### src/pkg/sipol_pkg.sv
// Package for the serial-in parallel-out latch: widths, reset values, carrier types
package sipol_pkg;

  // Stage count of shift and storage registers
  localparam int unsigned SIPOL_WIDTH = 8;

  // Index of the last shift stage, feeding the serial output
  localparam int unsigned SIPOL_LAST_POS = SIPOL_WIDTH - 1;

  // Value loaded at reset: the hardware has no defined power-up value, zero is only a start point
  localparam logic [SIPOL_WIDTH-1:0] SIPOL_RESET_VAL = 8'h00;

  // Sync stages for every pin input
  localparam int unsigned SIPOL_SYNC_STAGES = 2;

  // Pin inputs from the host, carried together
  typedef struct packed {
    logic serialIn;    // Serial data
    logic shiftClock;  // Shift clock
    logic shiftClearN; // Shift clear, active low
    logic storeClock;  // Storage clock
    logic outEnableN;  // Output enable, active low
  } sipol_pins_t;

  // Idle pin levels: clocks low, clear and enable inactive (high)
  localparam sipol_pins_t SIPOL_PINS_IDLE = 5'h05;

  // Parallel output pins: level plus enable (enable low means driving)
  typedef struct packed {
    logic [SIPOL_WIDTH-1:0] level; // Driven level
    logic [SIPOL_WIDTH-1:0] oeN;   // Low while driving, high for high impedance
  } sipol_par_t;

endpackage : sipol_pkg

### src/core/sipol_latch.sv
// Serial-in parallel-out latch with storage register and tri-state outputs
`timescale 1ns/1ps
module sipol_latch
  import sipol_pkg::*;
(
  input  wire logic        sys_clk,   // 250 MHz system clock
  input  wire logic        arst_n,    // Asynchronous reset, active low
  input  wire sipol_pins_t pinsIn,    // Raw host pins, asynchronous
  output sipol_par_t       parOut,    // Parallel outputs with enables
  output logic             serialOut  // Last shift stage
);

  // Two-stage synchronisers, first stage read only by the second
  sipol_pins_t syncA_reg;   // First stage
  sipol_pins_t syncB_reg;   // Second stage, safe to use
  sipol_pins_t prevB_reg;   // Previous safe sample, for edge finding

  // Register stages
  logic [SIPOL_WIDTH-1:0] shift_reg;  // Shift register
  logic [SIPOL_WIDTH-1:0] shift_next; // Next shift value
  logic [SIPOL_WIDTH-1:0] store_reg;  // Storage register

  // Edge strobes, one cycle each
  logic shiftEdge; // Rising shift clock
  logic storeEdge; // Rising storage clock

  // Synchronise pins into the system domain
  // Reset to idle pin levels, so no false drive or clear follows reset
  always_ff @(posedge sys_clk or negedge arst_n) begin
    if (!arst_n) begin
      syncA_reg <= SIPOL_PINS_IDLE;
      syncB_reg <= SIPOL_PINS_IDLE;
    end else begin
      syncA_reg <= pinsIn;
      syncB_reg <= syncA_reg;
    end
  end

  // Hold previous synchronised sample for edge detection
  always_ff @(posedge sys_clk or negedge arst_n) begin
    if (!arst_n) begin
      prevB_reg <= SIPOL_PINS_IDLE;
    end else begin
      prevB_reg <= syncB_reg;
    end
  end

  // Rising edge of a synchronised level against its previous sample
  function automatic logic riseOf(input logic curLvl, input logic prevLvl);
    return curLvl & ~prevLvl;
  endfunction

  // Rising edges of the two host clocks
  assign shiftEdge = riseOf(syncB_reg.shiftClock, prevB_reg.shiftClock);
  assign storeEdge = riseOf(syncB_reg.storeClock, prevB_reg.storeClock);

  // Next shift value: clear dominates, then shift
  always_comb begin
    shift_next = shift_reg;
    if (!syncB_reg.shiftClearN) begin
      // Clear held regardless of data and clock
      shift_next = '0;
    end else if (shiftEdge) begin
      // Stage 0 takes input, the rest move up one
      shift_next = {shift_reg[SIPOL_WIDTH-2:0], syncB_reg.serialIn};
    end
  end

  // Shift register update; reset value is arbitrary, the part itself has none
  always_ff @(posedge sys_clk or negedge arst_n) begin
    if (!arst_n) begin
      shift_reg <= SIPOL_RESET_VAL;
    end else begin
      shift_reg <= shift_next;
    end
  end

  // Storage register samples the pre-shift contents, so simultaneous edges
  // capture the old value while the shift lands in the same cycle
  always_ff @(posedge sys_clk or negedge arst_n) begin
    if (!arst_n) begin
      store_reg <= SIPOL_RESET_VAL;
    end else if (storeEdge) begin
      store_reg <= shift_reg;
    end
  end

  // Parallel pins: enable only gates drive, never the stored data
  always_ff @(posedge sys_clk or negedge arst_n) begin
    if (!arst_n) begin
      parOut.level <= '0;
      parOut.oeN   <= '1; // High impedance out of reset
    end else begin
      parOut.level <= store_reg;
      parOut.oeN   <= {SIPOL_WIDTH{syncB_reg.outEnableN}};
    end
  end

  // Serial output follows the last stage, independent of enable
  always_ff @(posedge sys_clk or negedge arst_n) begin
    if (!arst_n) begin
      serialOut <= 1'b0;
    end else begin
      serialOut <= shift_next[SIPOL_LAST_POS];
    end
  end

  // Clear low empties the shift register next cycle
  property p_clear;
    @(posedge sys_clk) disable iff (!arst_n)
      !syncB_reg.shiftClearN |=> (shift_reg == '0);
  endproperty
  a_clear: assert property (p_clear) else $error("shift clear did not zero");

  // Clear dominates a shift edge
  property p_clear_hold;
    @(posedge sys_clk) disable iff (!arst_n)
      (!syncB_reg.shiftClearN && shiftEdge) |=> (shift_reg == '0);
  endproperty
  a_clear_hold: assert property (p_clear_hold) else $error("clear lost to shift");

  // Shift edge moves the data up one place
  property p_shift;
    @(posedge sys_clk) disable iff (!arst_n)
      (shiftEdge && syncB_reg.shiftClearN) |=>
        (shift_reg == {$past(shift_reg[SIPOL_WIDTH-2:0]), $past(syncB_reg.serialIn)});
  endproperty
  a_shift: assert property (p_shift) else $error("shift wrong");

  // Store edge copies the shift register
  property p_store;
    @(posedge sys_clk) disable iff (!arst_n)
      storeEdge |=> (store_reg == $past(shift_reg));
  endproperty
  a_store: assert property (p_store) else $error("store copy wrong");

  // Both edges together: storage gets the pre-shift contents
  property p_both;
    @(posedge sys_clk) disable iff (!arst_n)
      (storeEdge && shiftEdge && syncB_reg.shiftClearN) |=>
        (store_reg == $past(shift_reg)) &&
        (shift_reg == {$past(shift_reg[SIPOL_WIDTH-2:0]), $past(syncB_reg.serialIn)});
  endproperty
  a_both: assert property (p_both) else $error("simultaneous edge order wrong");

  // No store edge: storage stays still even while shifting
  property p_hold;
    @(posedge sys_clk) disable iff (!arst_n)
      !storeEdge |=> $stable(store_reg);
  endproperty
  a_hold: assert property (p_hold) else $error("storage changed without edge");

  // Disabled outputs are high impedance
  property p_hiz;
    @(posedge sys_clk) disable iff (!arst_n)
      syncB_reg.outEnableN |=> (parOut.oeN == '1);
  endproperty
  a_hiz: assert property (p_hiz) else $error("outputs driven while disabled");

  // Enable toggling leaves stored data untouched
  property p_pwm;
    @(posedge sys_clk) disable iff (!arst_n)
      ($changed(syncB_reg.outEnableN) && !storeEdge) |=> $stable(store_reg);
  endproperty
  a_pwm: assert property (p_pwm) else $error("enable disturbed data");

  // Serial output tracks the last stage
  property p_serial;
    @(posedge sys_clk) disable iff (!arst_n)
      ##1 (serialOut == shift_reg[SIPOL_LAST_POS]);
  endproperty
  a_serial: assert property (p_serial) else $error("serial out mismatch");

  // Serial output moves only on a shift edge or a clear
  property p_serial_still;
    @(posedge sys_clk) disable iff (!arst_n)
      (syncB_reg.shiftClearN && !shiftEdge) |=> $stable(serialOut);
  endproperty
  a_serial_still: assert property (p_serial_still) else $error("serial out moved idle");

  // Clear held low empties the cascade output as well
  property p_clear_serial;
    @(posedge sys_clk) disable iff (!arst_n)
      !syncB_reg.shiftClearN |=> (serialOut == 1'b0);
  endproperty
  a_clear_serial: assert property (p_clear_serial) else $error("serial out not cleared");

  // Enabled outputs drive on every bit
  property p_drive;
    @(posedge sys_clk) disable iff (!arst_n)
      !syncB_reg.outEnableN |=> (parOut.oeN == '0);
  endproperty
  a_drive: assert property (p_drive) else $error("outputs not driven while enabled");

  // One enable for all eight pins, never split
  property p_oe_same;
    @(posedge sys_clk) disable iff (!arst_n)
      (parOut.oeN == '0) || (parOut.oeN == '1);
  endproperty
  a_oe_same: assert property (p_oe_same) else $error("output enables split");

  // Pin levels always show the stored data, whatever the enable does
  property p_level;
    @(posedge sys_clk) disable iff (!arst_n)
      1'b1 |=> (parOut.level == $past(store_reg));
  endproperty
  a_level: assert property (p_level) else $error("pin level not stored data");

  // No store edge: the pin levels stay put too
  property p_level_hold;
    @(posedge sys_clk) disable iff (!arst_n)
      !storeEdge |=> ##1 $stable(parOut.level);
  endproperty
  a_level_hold: assert property (p_level_hold) else $error("pin level moved without edge");

  // One host clock rise gives exactly one shift strobe
  property p_shift_one;
    @(posedge sys_clk) disable iff (!arst_n)
      shiftEdge |=> !shiftEdge;
  endproperty
  a_shift_one: assert property (p_shift_one) else $error("shift strobe too long");

  // One storage clock rise gives exactly one store strobe
  property p_store_one;
    @(posedge sys_clk) disable iff (!arst_n)
      storeEdge |=> !storeEdge;
  endproperty
  a_store_one: assert property (p_store_one) else $error("store strobe too long");

endmodule // sipol_latch

### config.mk
export PLATFORM = sky130hd
export DESIGN_NAME = sipol_latch
export DESIGN_NICKNAME = d
export VERILOG_FILES = /design/src/pkg/sipol_pkg.sv /design/src/core/sipol_latch.sv
export SDC_FILE = /design/constraint.sdc
export NUM_CORES = 1
export LEC_CHECK = 0
export BUFFER_PORTS_ARGS = -buffer_cell sky130_fd_sc_hd__buf_2
export CORE_UTILIZATION = 52
export CTS_CLUSTER_SIZE = 16
export DETAILED_ROUTE_END_ITERATION = 6
export PLACE_DENSITY_LB_ADDON = 0.2
export SKIP_CTS_REPAIR_TIMING = 1
export SLEW_MARGIN = 5
export SYNTH_ARGS = -nofsm -noshare
export SYNTH_HDL_FRONTEND = slang
export SYNTH_SLANG_ARGS = --single-unit
### constraint.sdc
create_clock -name sys_clk -period 1.2 [get_ports sys_clk]
set_input_delay 0.12 -clock sys_clk [delete_from_list [all_inputs] [get_ports sys_clk]]
set_output_delay 0.12 -clock sys_clk [all_outputs]
set_load 0.02 [all_outputs]
== Word level (Yosys, flattened, before mapping) ==
Index checks and enable logic that the tools add are counted.
W data, S select, Z words.

* Register bits: 37
* Logic and storage cells: 24

* Equal/unequal tests: 1
* Mux-type cells: 2
* Bitwise logic cells: 4

{| class="wikitable"
|+ Operators by type and width
! cell !! count
|-
| $mux W8 || 2
|-
| $and A1 B1 Y1 || 2
|-
| $ne A2 B1 Y1 const B || 1
|-
| $not A1 Y1 || 2
|}

== Depth between registers and ports, before layout ==
Gate-level depths: netlist of run 1.

* Depth in word-level cells: 4
* Mapped depth: 3
* Mapped depth without buffers: 2

== Worst setup path after synthesis of run 1 ==
No wires, ideal clock.

* Path kind: register -> register
* Start: reg prevB_reg[1] in the netlist's numbering
* End: reg store_reg[0]
* Setup time: 125 ps
* Arrival time: 884 ps
* Required time: 1075 ps
* Slack: 191 ps
* Cell stages (with the launch flop): 4
* Path through: dfrtp_1 nand2b_4 buf_6 mux2_4

* Word-level cells in the longest chain between the ends: 2

{| class="wikitable"
|+ RTL lines
! element !! line !! RTL
|-
| from (decl) || sipol_latch.sv:16 || <nowiki>sipol_pins_t prevB_reg;</nowiki>
|-
| from (signal assigned) || sipol_latch.sv:44 || <nowiki>prevB_reg <= syncB_reg;</nowiki>
|-
| $not A1 Y1 || sipol_latch.sv:50 || <nowiki>return curLvl & ~prevLvl;</nowiki>
|-
| $and A1 B1 Y1 || sipol_latch.sv:50 ||
|-
| to (signal assigned) || sipol_latch.sv:84 || <nowiki>store_reg <= shift_reg;</nowiki>
|-
| to (decl) || sipol_latch.sv:21 || <nowiki>logic [SIPOL_WIDTH-1:0] store_reg;</nowiki>
|}

Every way passes these cells.
A chain may end at the register's enable or synchronous reset.

== Final worst setup path of run 1 ==
* Start: reg, netlist name parOut[0]
* End: out parOut[3] in the netlist's numbering

{| class="wikitable"
|+ RTL lines
! element !! line !! RTL
|-
| to (decl) || sipol_latch.sv:9 || <nowiki>output sipol_par_t parOut,</nowiki>
|}

No word-level cell between the ends.

==> flow_summary.yaml, run 1 <==
floorplanning:
  rows: 17
  die_area_um2: 2629
  die_h_um: 51.27
  core_area_um2: 2255
  ios: 24
  dieWidth_um: 51.27
  start_util_pct: 55.99
clocking:
  clock_latency_ps: 320
  root_buffer: "clkbuf_4"
  numCtsBuffers: 5
  cts_tree: "done"
  ctsLongestPathBuffers: 2
  clkSinkCount: 37
  htreeDepth: 2
  path_clk_slew_ps: 100
routing:
  routedWlPerCell_um: 11.12
  drtIter0Drc: 1
  drtPass1Iterations: 3
  via_per_inst: 4.603
  wirelength_um: 1457
  drc: 0
  vias: 603
  ant_nets: 0
sta:
  rsz0062_at_grt: "yes"
  fin_crit_ps: 1203
  finalHoldViolations: 0
  max_freq_mhz: 831.2
  relSlewSlack_pct: 87.64
  finalCritPeriodShare_pct: 100.3
  clock_skew_ps: 3.383
  fin_ws_ps: -3.113
  finalSetupViolCount: 2
  hold_ws_ps: 274.0
  finalMaxSlewViolations: 0
  worst_pin_slew_ps: 185.5
global_route:
  grt_pass1_wl_um: 2235
  overflow: 0
  grt_usage_pct: 13.01
  antenna_found_initial: 0
  first_global_vias: 530
  grt_max_degree: 38
critical_path:
  cp_top_family: "flip-flops"
  worstSetupStartpointType: "flip-flop"
  crit_slowest_cell: "dfstp_2"
  cp.arrival_ps: 1080
  cp.required_ps: 1080
  worst_path_largest_cell_delay_ps: 600
  worstSetupPathType: "flip-flop to primary output"
  critPathBufInv: 1
  path_cells: "buf_4"
  endpoint_kind: "primary output"
  path_max_fanout: 8
synth:
  yosysSeqAreaShare_pct: 73.84
  synth_compound_area_share_pct: 0
  yosysTopAreaCellShare_pct: 63.43
  ys_top_cells_by_area: "dfrtp_1 (63%), dfstp_2 (10%), mux2_4 (9.5%), mux2i_1 (6.3%), buf_4 (4.8%)"
  syn_area_um2: 1262
  synthMuxAreaShare_pct: 15.86
  synthAdderAreaFrac_pct: 0
  postSynthAreaPerCell_um2: 17.06
  ys_seq_elements: 37
  syn-num-nets: 81
  synth_cell_types: 10
  synthXorXnorAreaFrac_pct: 0
  yosysTopAreaCell: "dfrtp_1"
  synthCells: 74
  yosys.area_share.simple_pct: 4.262
  synth_top_family_by_area: "multiplexers"
  yosys_warnings: 0
placed_design:
  portBuffers: 23
  dp_cells: 117
  dp_hpwl_um: 920.9
  placed_cell_area_um2: 1364
  gp_congestion: 0.7268
  preCtsSetupSlack_ps: 196.7
finish:
  drive_gt1_share_pct: 43.69
  layout.cells.non_filler: 131
  largest_register_ffs: 9
  final_nets: 109
  area_growth_pct: 19.03
  num_antenna_cells: 0
  finalInstanceArea_um2: 1503
outcome:
  violations: "negative setup slack"
  status: "finished with violations"
worst_hold_path:
  hold_path.class: "input port to asynchronous set/reset pin"
pwr:
  p_leak_nw: 0.7817
  peakVddDrop_mv: 0.9819
  p_per_area_nw_per_um2: 1385
run:
  drv_cap: 0
-- worst paths after layout --
kind                                 to         start  cells past startpoint  slack [ps]
setup reg to reg           store_reg[2]  syncB_reg[1]                      2         190
hold reg to reg            syncB_reg[1]  syncA_reg[1]                      0         360
max in group asynchronous  syncB_reg[2]        arst_n                      3         680
hold / removal             store_reg[4]        arst_n                      3         270
setup / recovery              parOut[3]     parOut[0]                      1          -3
min in group sys_clk       syncB_reg[1]  syncA_reg[1]                      0         360
-- kinds of logic after synthesis --
group                  count (synthesis)
buffers and inverters                 10
and+or+nand+nor                       11
muxes                                 16
DFF                                   37
-- cell usage in the layout (no fill, tap or decap) --
| cell | n |
|---|---|
| buf_12 | 1 |
| buf_2 | 15 |
| buf_4 | 9 |
| clkbuf_1 | 2 |
| clkbuf_4 | 5 |
| clkbuf_8 | 1 |
| dfrtp_1 | 32 |
| dfstp_2 | 5 |
| dlygate4sd3_1 | 6 |
| mux2_4 | 8 |
| mux2i_1 | 8 |
| nand2_1 | 9 |
| nand2b_4 | 1 |
| nor2b_1 | 1 |
-- final cells by class --
class,count,area (µm²)
fill,162,752.0
sequential,37,932.1
clock buffer,8,58.81
multi-input combinational,27,254.0
tap,28,35.03
timing repair buffer,31,222.7
-- per-stage QoR --
stage                     util [%]  power [mW]  TNS (ps)
after CTS                    63.10       2.093    -80.36
after global routing         66.65       2.174    -437.8
final                        66.65       2.081    -3.578
after floorplan                  -       1.405         0
after global placement       60.49       1.444         0
after detailed placement     60.49       1.446         0
-- per-layer routing --
metal,GRT usage [%],wire [µm],up-vias
li1,-,-,289
met1,14.93,630,282
met2,18.20,680,25
met3,6.250,92,7
met4,10.81,54,0
met5,0,0,-
-- synth_stat cells --
cell	number
nand2b_4	1
mux2_4	8
dfstp_2	5
dfrtp_1	32
mux2i_1	8
clkbuf_2	1
buf_4	8
nor2b_1	1
nand2_1	9
buf_6	1
-- where the power goes --
part / switching [mW] / internal, mW
Clock: 0.349 / 0.289
Combinational: 0.0719 / 0.0675
Sequential: 0.0175 / 1.29
Total: 0.439 / 1.64
No activity file was read; power rests on OpenSTA's default activity.
==> run 2: changes to the inputs <==
--- a/config.mk
+++ b/config.mk
@@ -6,7 +6,7 @@
 export NUM_CORES = 1
 export LEC_CHECK = 0
 export BUFFER_PORTS_ARGS = -buffer_cell sky130_fd_sc_hd__buf_2
-export CORE_UTILIZATION = 52
+export CORE_UTILIZATION = 55
 export CTS_CLUSTER_SIZE = 16
 export DETAILED_ROUTE_END_ITERATION = 6
 export PLACE_DENSITY_LB_ADDON = 0.2
==> constraint.sdc (replaced) <==
create_clock -name sys_clk -period 1.4 [get_ports sys_clk]
set_input_delay 0.14 -clock sys_clk [delete_from_list [all_inputs] [get_ports sys_clk]]
set_output_delay 0.14 -clock sys_clk [all_outputs]
set_load 0.02 [all_outputs]
==> run 2 against run 1 <==
Against the previous run: sequential share of layout area is 1.8 points higher; via count is 1.3% lower; power shrank 17%; clock-buffer cell count shrank 2; setup slack improved by 190 ps; combinational power is 22% lower; core utilization is 4.2 points higher; non-clock buffer count did not move; critical endpoint unchanged; sequential power decreased by 14%; clock skew rose by 3.3 ps; routed wire length is 9.6% higher; global-route usage grew 2.7 points; the run now ends clean; largest cell class unchanged.
==> flow_summary.yaml, run 2 (synthesis gave the netlist of run 1 again) <==
pwr:
  combPwrFrac_pct: 6.3
  clkPwrFrac_pct: 29.1
  p_int_mw: 1.340
  switching_share_pct: 22.56
  p_per_area_nw_per_um2: 1184
  peakVddDrop_mv: 1.010
  p_sw_mw: 0.3905
  power_frac_seq_pct: 64.6
  p_leak_nw: 0.7696
critical_path:
  worst_path_largest_cell_delay_ps: 580
  cp.depth: 1
  reg2reg_depth: 2
  endpoint_kind: "primary output"
  cp_top_family: "flip-flops"
  crit_slowest_cell: "dfstp_2"
  path_max_fanout: 8
  worstSetupStartpointType: "flip-flop"
  worstSetupPathType: "flip-flop to primary output"
  cp.arrival_ps: 1070
  critPathBufInv: 1
  path_cells: "buf_2"
  cp.required_ps: 1260
sta:
  finalMaxSlewViolations: 0
  relSlewSlack_pct: 70.75
  finalHoldViolations: 0
  fin_tns_setup_ps: 0
  worst_pin_slew_ps: 438.8
  rsz0062_at_grt: "no"
  finalCritPeriodShare_pct: 86.51
  fin_crit_ps: 1211
  finalSetupViolCount: 0
  clock_skew_ps: 6.656
  max_freq_mhz: 825.7
routing:
  drtIter0Drc: 2
  via_per_inst: 4.577
  ant_nets: 0
  drc: 0
  wirelength_um: 1597
  vias: 595
  drtPass1Iterations: 4
  routedWlPerCell_um: 12.28
clocking:
  htreeDepth: 2
  clkSinkCount: 37
  ctsLongestPathBuffers: 2
  clock_latency_ps: 330
  path_clk_slew_ps: 100
  numCtsBuffers: 5
  cts_tree: "done"
  root_buffer: "clkbuf_4"
finish:
  final_common_cell: "dfrtp_1"
  layout_common_cells: "dfrtp_1 (32), buf_2 (23), nand2_1 (9)"
  area_growth_pct: 15.76
  drive_gt1_share_pct: 44.66
  final_nets: 109
  fin_util_pct: 70.87
  num_antenna_cells: 0
  largest_register_ffs: 9
run:
  drv_cap: 0
global_route:
  grt_usage_pct: 15.67
  antenna_found_initial: 0
  grt_max_degree: 38
  first_global_vias: 569
  grt_pass1_wl_um: 2615
  overflow: 0
floorplanning:
  rows: 16
  ios: 24
  core_area_um2: 2062
  start_util_pct: 61.23
  die_area_um2: 2491
  dieWidth_um: 49.91
  die_h_um: 49.91
placed_design:
  portBuffers: 23
  gp_congestion: 0.7450
  dp_hpwl_um: 1010
outcome:
  status: "completed"
worst_hold_path:
  worstHoldPathCells: 0
  hold_path.class: "flip-flop to flip-flop"
-- run 2: cell count changes in the layout (fill, tap and decap cells not counted), sizes merged --
cell    change
clkbuf      -2
clkinv      +2
-- run 2: final timing paths --
| kind | slack [ps] | start | to |
|---|---|---|---|
| max | 190 | parOut[0] | parOut[3] |
| min in group asynchronous | 370 | arst_n | parOut[13] |
| min | 360 | syncA_reg[1] | syncB_reg[1] |
| max in group asynchronous | 690 | arst_n | syncB_reg[0] |
| min reg2reg | 360 | syncA_reg[1] | syncB_reg[1] |
| max reg2reg | 390 | syncB_reg[1] | store_reg[5] |
-- run 2: routing by layer --
metal,part of all wire [%],track usage [%],vias to the layer above
met1,44,17.97,276
met5,0,0,-
li1,-,-,290
met4,2.3,8.571,0
met3,6.8,9.259,5
met2,47,22.75,24
-- run 2: power groups by stage --
stage	clock (mW)	combinational (mW)	sequential (mW)
6_report	0.504	0.109	1.12
5_1_grt	0.573	0.120	1.12
4_1_cts	0.531	0.0978	1.12
3_5_place_dp	0	0.0982	1.14
3_3_place_gp	0	0.0965	1.14
2_1_floorplan	0	0.0654	1.14
-- run 2: cell type report --
cell class	count	area (µm²)
Multi-Input combinational cell	27	254.0
Tap cell	27	33.78
Fill cell	137	600.6
Sequential cell	37	932.1
Timing Repair Buffer	31	190.2
Clock inverter	2	10.01
Clock buffer	6	41.29
-- run 2: metrics by stage --
stage	cells	setup slack, ps	total power, mW	area (µm²)	hold WS, ps
final	130	188.9	1.731	1461	360.0
after floorplan	74	390.5	1.204	1262	-155.6
after detailed placement	116	388.0	1.236	1350	202.2
after CTS	124	166.7	1.747	1401	-167.4
after global routing	130	127.9	1.814	1461	363.6
after global placement	116	410.9	1.233	1350	193.1
-- run 2: worst reg2reg max path, cell delays in order, from the launching register on --
cell	delay, ps
dfrtp_1	430
nand2b_4	170
mux2_4	310
==> run 3: changes to the inputs <==
--- a/config.mk
+++ b/config.mk
@@ -5,6 +5,7 @@
 export SDC_FILE = /design/constraint.sdc
 export NUM_CORES = 1
 export LEC_CHECK = 0
+export ABC_AREA = 1
 export BUFFER_PORTS_ARGS = -buffer_cell sky130_fd_sc_hd__buf_2
 export CORE_UTILIZATION = 55
 export CTS_CLUSTER_SIZE = 16
==> run 3 against run 2 <==
Against the previous run: routed wire length is 5.3% higher; register-to-register slack better by 70 ps; clock skew is 3.5 ps higher; clock power is 0.8% lower; cell count is 32% higher; synthesized cell count is 54% higher; global-route usage is 0.43 points higher; combinational power hardly changed; critical endpoint is now parOut[7]; largest power group unchanged; highest routed layer unchanged.
==> flow_summary.yaml, run 3 <==
critical_path:
  cp.arrival_ps: 1060
  reg2reg_depth: 4
  reg2reg_to: "shift_reg[0]"
  worstSetupStartpointType: "flip-flop"
  cp_top_family: "flip-flops"
  path_cells: "buf_2"
  path_max_fanout: 8
  reg2reg_from: "syncB_reg[2]"
  critPathBufInv: 1
  crit_slowest_cell: "dfstp_2"
  endpoint_kind: "primary output"
  worst_path_largest_cell_delay_ps: 580
  worstSetupPathType: "flip-flop to primary output"
  cp.required_ps: 1260
  rrSetupSlack_ps: 460
finish:
  multi_input_area_um2: 254.0
  area_growth_pct: 16.38
  drive_gt1_share_pct: 29.37
  seq_area_um2: 932.1
  final_nets: 149
  finalInstanceArea_um2: 1503
  largest_register_ffs: 9
  num_antenna_cells: 0
  layout.cells.non_filler: 171
  fin_util_pct: 67.93
  layout_common_cells: "nand2_1 (45), dfrtp_1 (32), buf_2 (23)"
  nFillCells: 171
  final_common_cell: "nand2_1"
global_route:
  grt_usage_pct: 16.11
  overflow: 0
  first_global_vias: 702
  antenna_found_initial: 0
  grt_max_degree: 21
  grt_pass1_wl_um: 2925
placed_design:
  placed_cell_area_um2: 1394
  dp_hpwl_um: 1165
  portBuffers: 23
  dp_cells: 157
  gp_congestion: 0.8163
clocking:
  clock_latency_ps: 320
  cts_tree: "done"
  numCtsBuffers: 5
  root_buffer: "clkbuf_4"
  clkSinkCount: 37
  ctsLongestPathBuffers: 2
  path_clk_slew_ps: 100
  htreeDepth: 2
sta:
  max_freq_mhz: 831.7
  clock_skew_ps: 10.16
  finalSetupViolCount: 0
  finalCritPeriodShare_pct: 85.88
  finalHoldViolations: 0
  rsz0062_at_grt: "no"
  fin_crit_ps: 1202
  finalMaxSlewViolations: 0
  worst_pin_slew_ps: 409.4
  relSlewSlack_pct: 72.71
  fin_tns_setup_ps: 0
floorplanning:
  die_h_um: 50.46
  core_area_um2: 2212
  die_area_um2: 2546
  start_util_pct: 58.37
  rows: 17
  ios: 24
  dieWidth_um: 50.46
synth:
  yosysTopAreaCellShare_pct: 62.02
  yosysSeqAreaShare_pct: 72.19
  yosys-top-cells-count: "nand2_1 (45), dfrtp_1 (32), buf_4 (9), nand3_1 (8), inv_1 (6)"
  synthFlopType: "dfrtp_1"
  syn-num-nets: 121
  yosys_warnings: 0
  ys_top_cells_by_area: "dfrtp_1 (62%), nand2_1 (13%), dfstp_2 (10%), buf_4 (5.2%), nand3_1 (3.1%)"
  synth_edf_count: 0
  yosysMostFrequentCell: "nand2_1"
  syn_area_um2: 1291
  postSynthAreaPerCell_um2: 11.33
  yosysTopAreaCell: "dfrtp_1"
  ys_seq_elements: 37
  synth_cell_types: 12
  synthCells: 114
  postSynth.asyncResetShare_pct: 100.0
routing:
  wirelength_um: 1682
  drtIter0Drc: 20
  vias: 791
  drc: 0
  routedWlPerCell_um: 9.836
  ant_nets: 0
  via_per_inst: 4.626
  drtPass1Iterations: 4
outcome:
  status: "completed"
pwr:
  peakVddDrop_mv: 0.7130
  p_per_area_nw_per_um2: 1149
  total_power_mw: 1.726
  p_leak_nw: 0.8739
run:
  drv_cap: 0
worst_hold_path:
  hold_path.class: "input port to asynchronous set/reset pin"
[run 3: changes by cell type in the layout (fill, tap and decap cells not counted), moves of 4 or more]
cell     change
inv_1        +6
mux2_4       -8
inv_2        +4
mux2i_1      -8
nand2_1     +36
nand3_1      +8
[run 3: power breakdown]
part | total, mW | switching, mW | internal [mW] | leakage [nW]
logic | 0.106 | 0.0662 | 0.0397 | 0.368
clock network | 0.500 | 0.299 | 0.200 | 0.0265
registers | 1.12 | 0.0199 | 1.10 | 0.480
[run 3: metrics by stage]
step	setup slack, ps	hold WS [ps]
2_1_floorplan	469.5	-155.6
3_3_place_gp	503.9	94.22
3_5_place_dp	476.9	96.55
4_1_cts	176.6	-262.1
5_1_grt	145.2	301.5
6_report	197.7	263.2
[run 3: layout make-up]
cell class	count	area share, %
well taps	28	2.331
flip-flops and latches	37	62.03
multi-input cells	58	16.90
clock buffers	8	3.247
repair buffers	30	12.99
inverters	10	2.498
[run 3: how the worst max path moves through the flow]
| stage | startpoint | to | slack [ps] | cells past startpoint |
|---|---|---|---|---|
| after global placement | syncB_reg[2] | serialOut | 500 | 4 |
| after global routing | parOut[0] | parOut[1] | 150 | 1 |
| after floorplan | parOut[0] | parOut[1] | 470 | 1 |
| after detailed placement | syncB_reg[1] | store_reg[5] | 480 | 3 |
| final | parOut[0] | parOut[7] | 200 | 1 |
| after CTS | parOut[0] | parOut[7] | 180 | 1 |
[run 3: layer usage]
| metal | GRT usage, % | share of wire [%] |
|---|---|---|
| met5 | 0 | 0 |
| met4 | 8.333 | 1.4 |
| met3 | 5.455 | 5.4 |
| met2 | 26.22 | 50 |
| met1 | 18.87 | 44 |
[run 3: cells by family (layout without fill, tap and decap cells)]
kind of cell	Yosys count	in the layout	share of synthesized area (%)
buffers and inverters	19	48	8.139
AND/OR/NAND/NOR	58	58	19.67
flip-flops	37	37	72.19
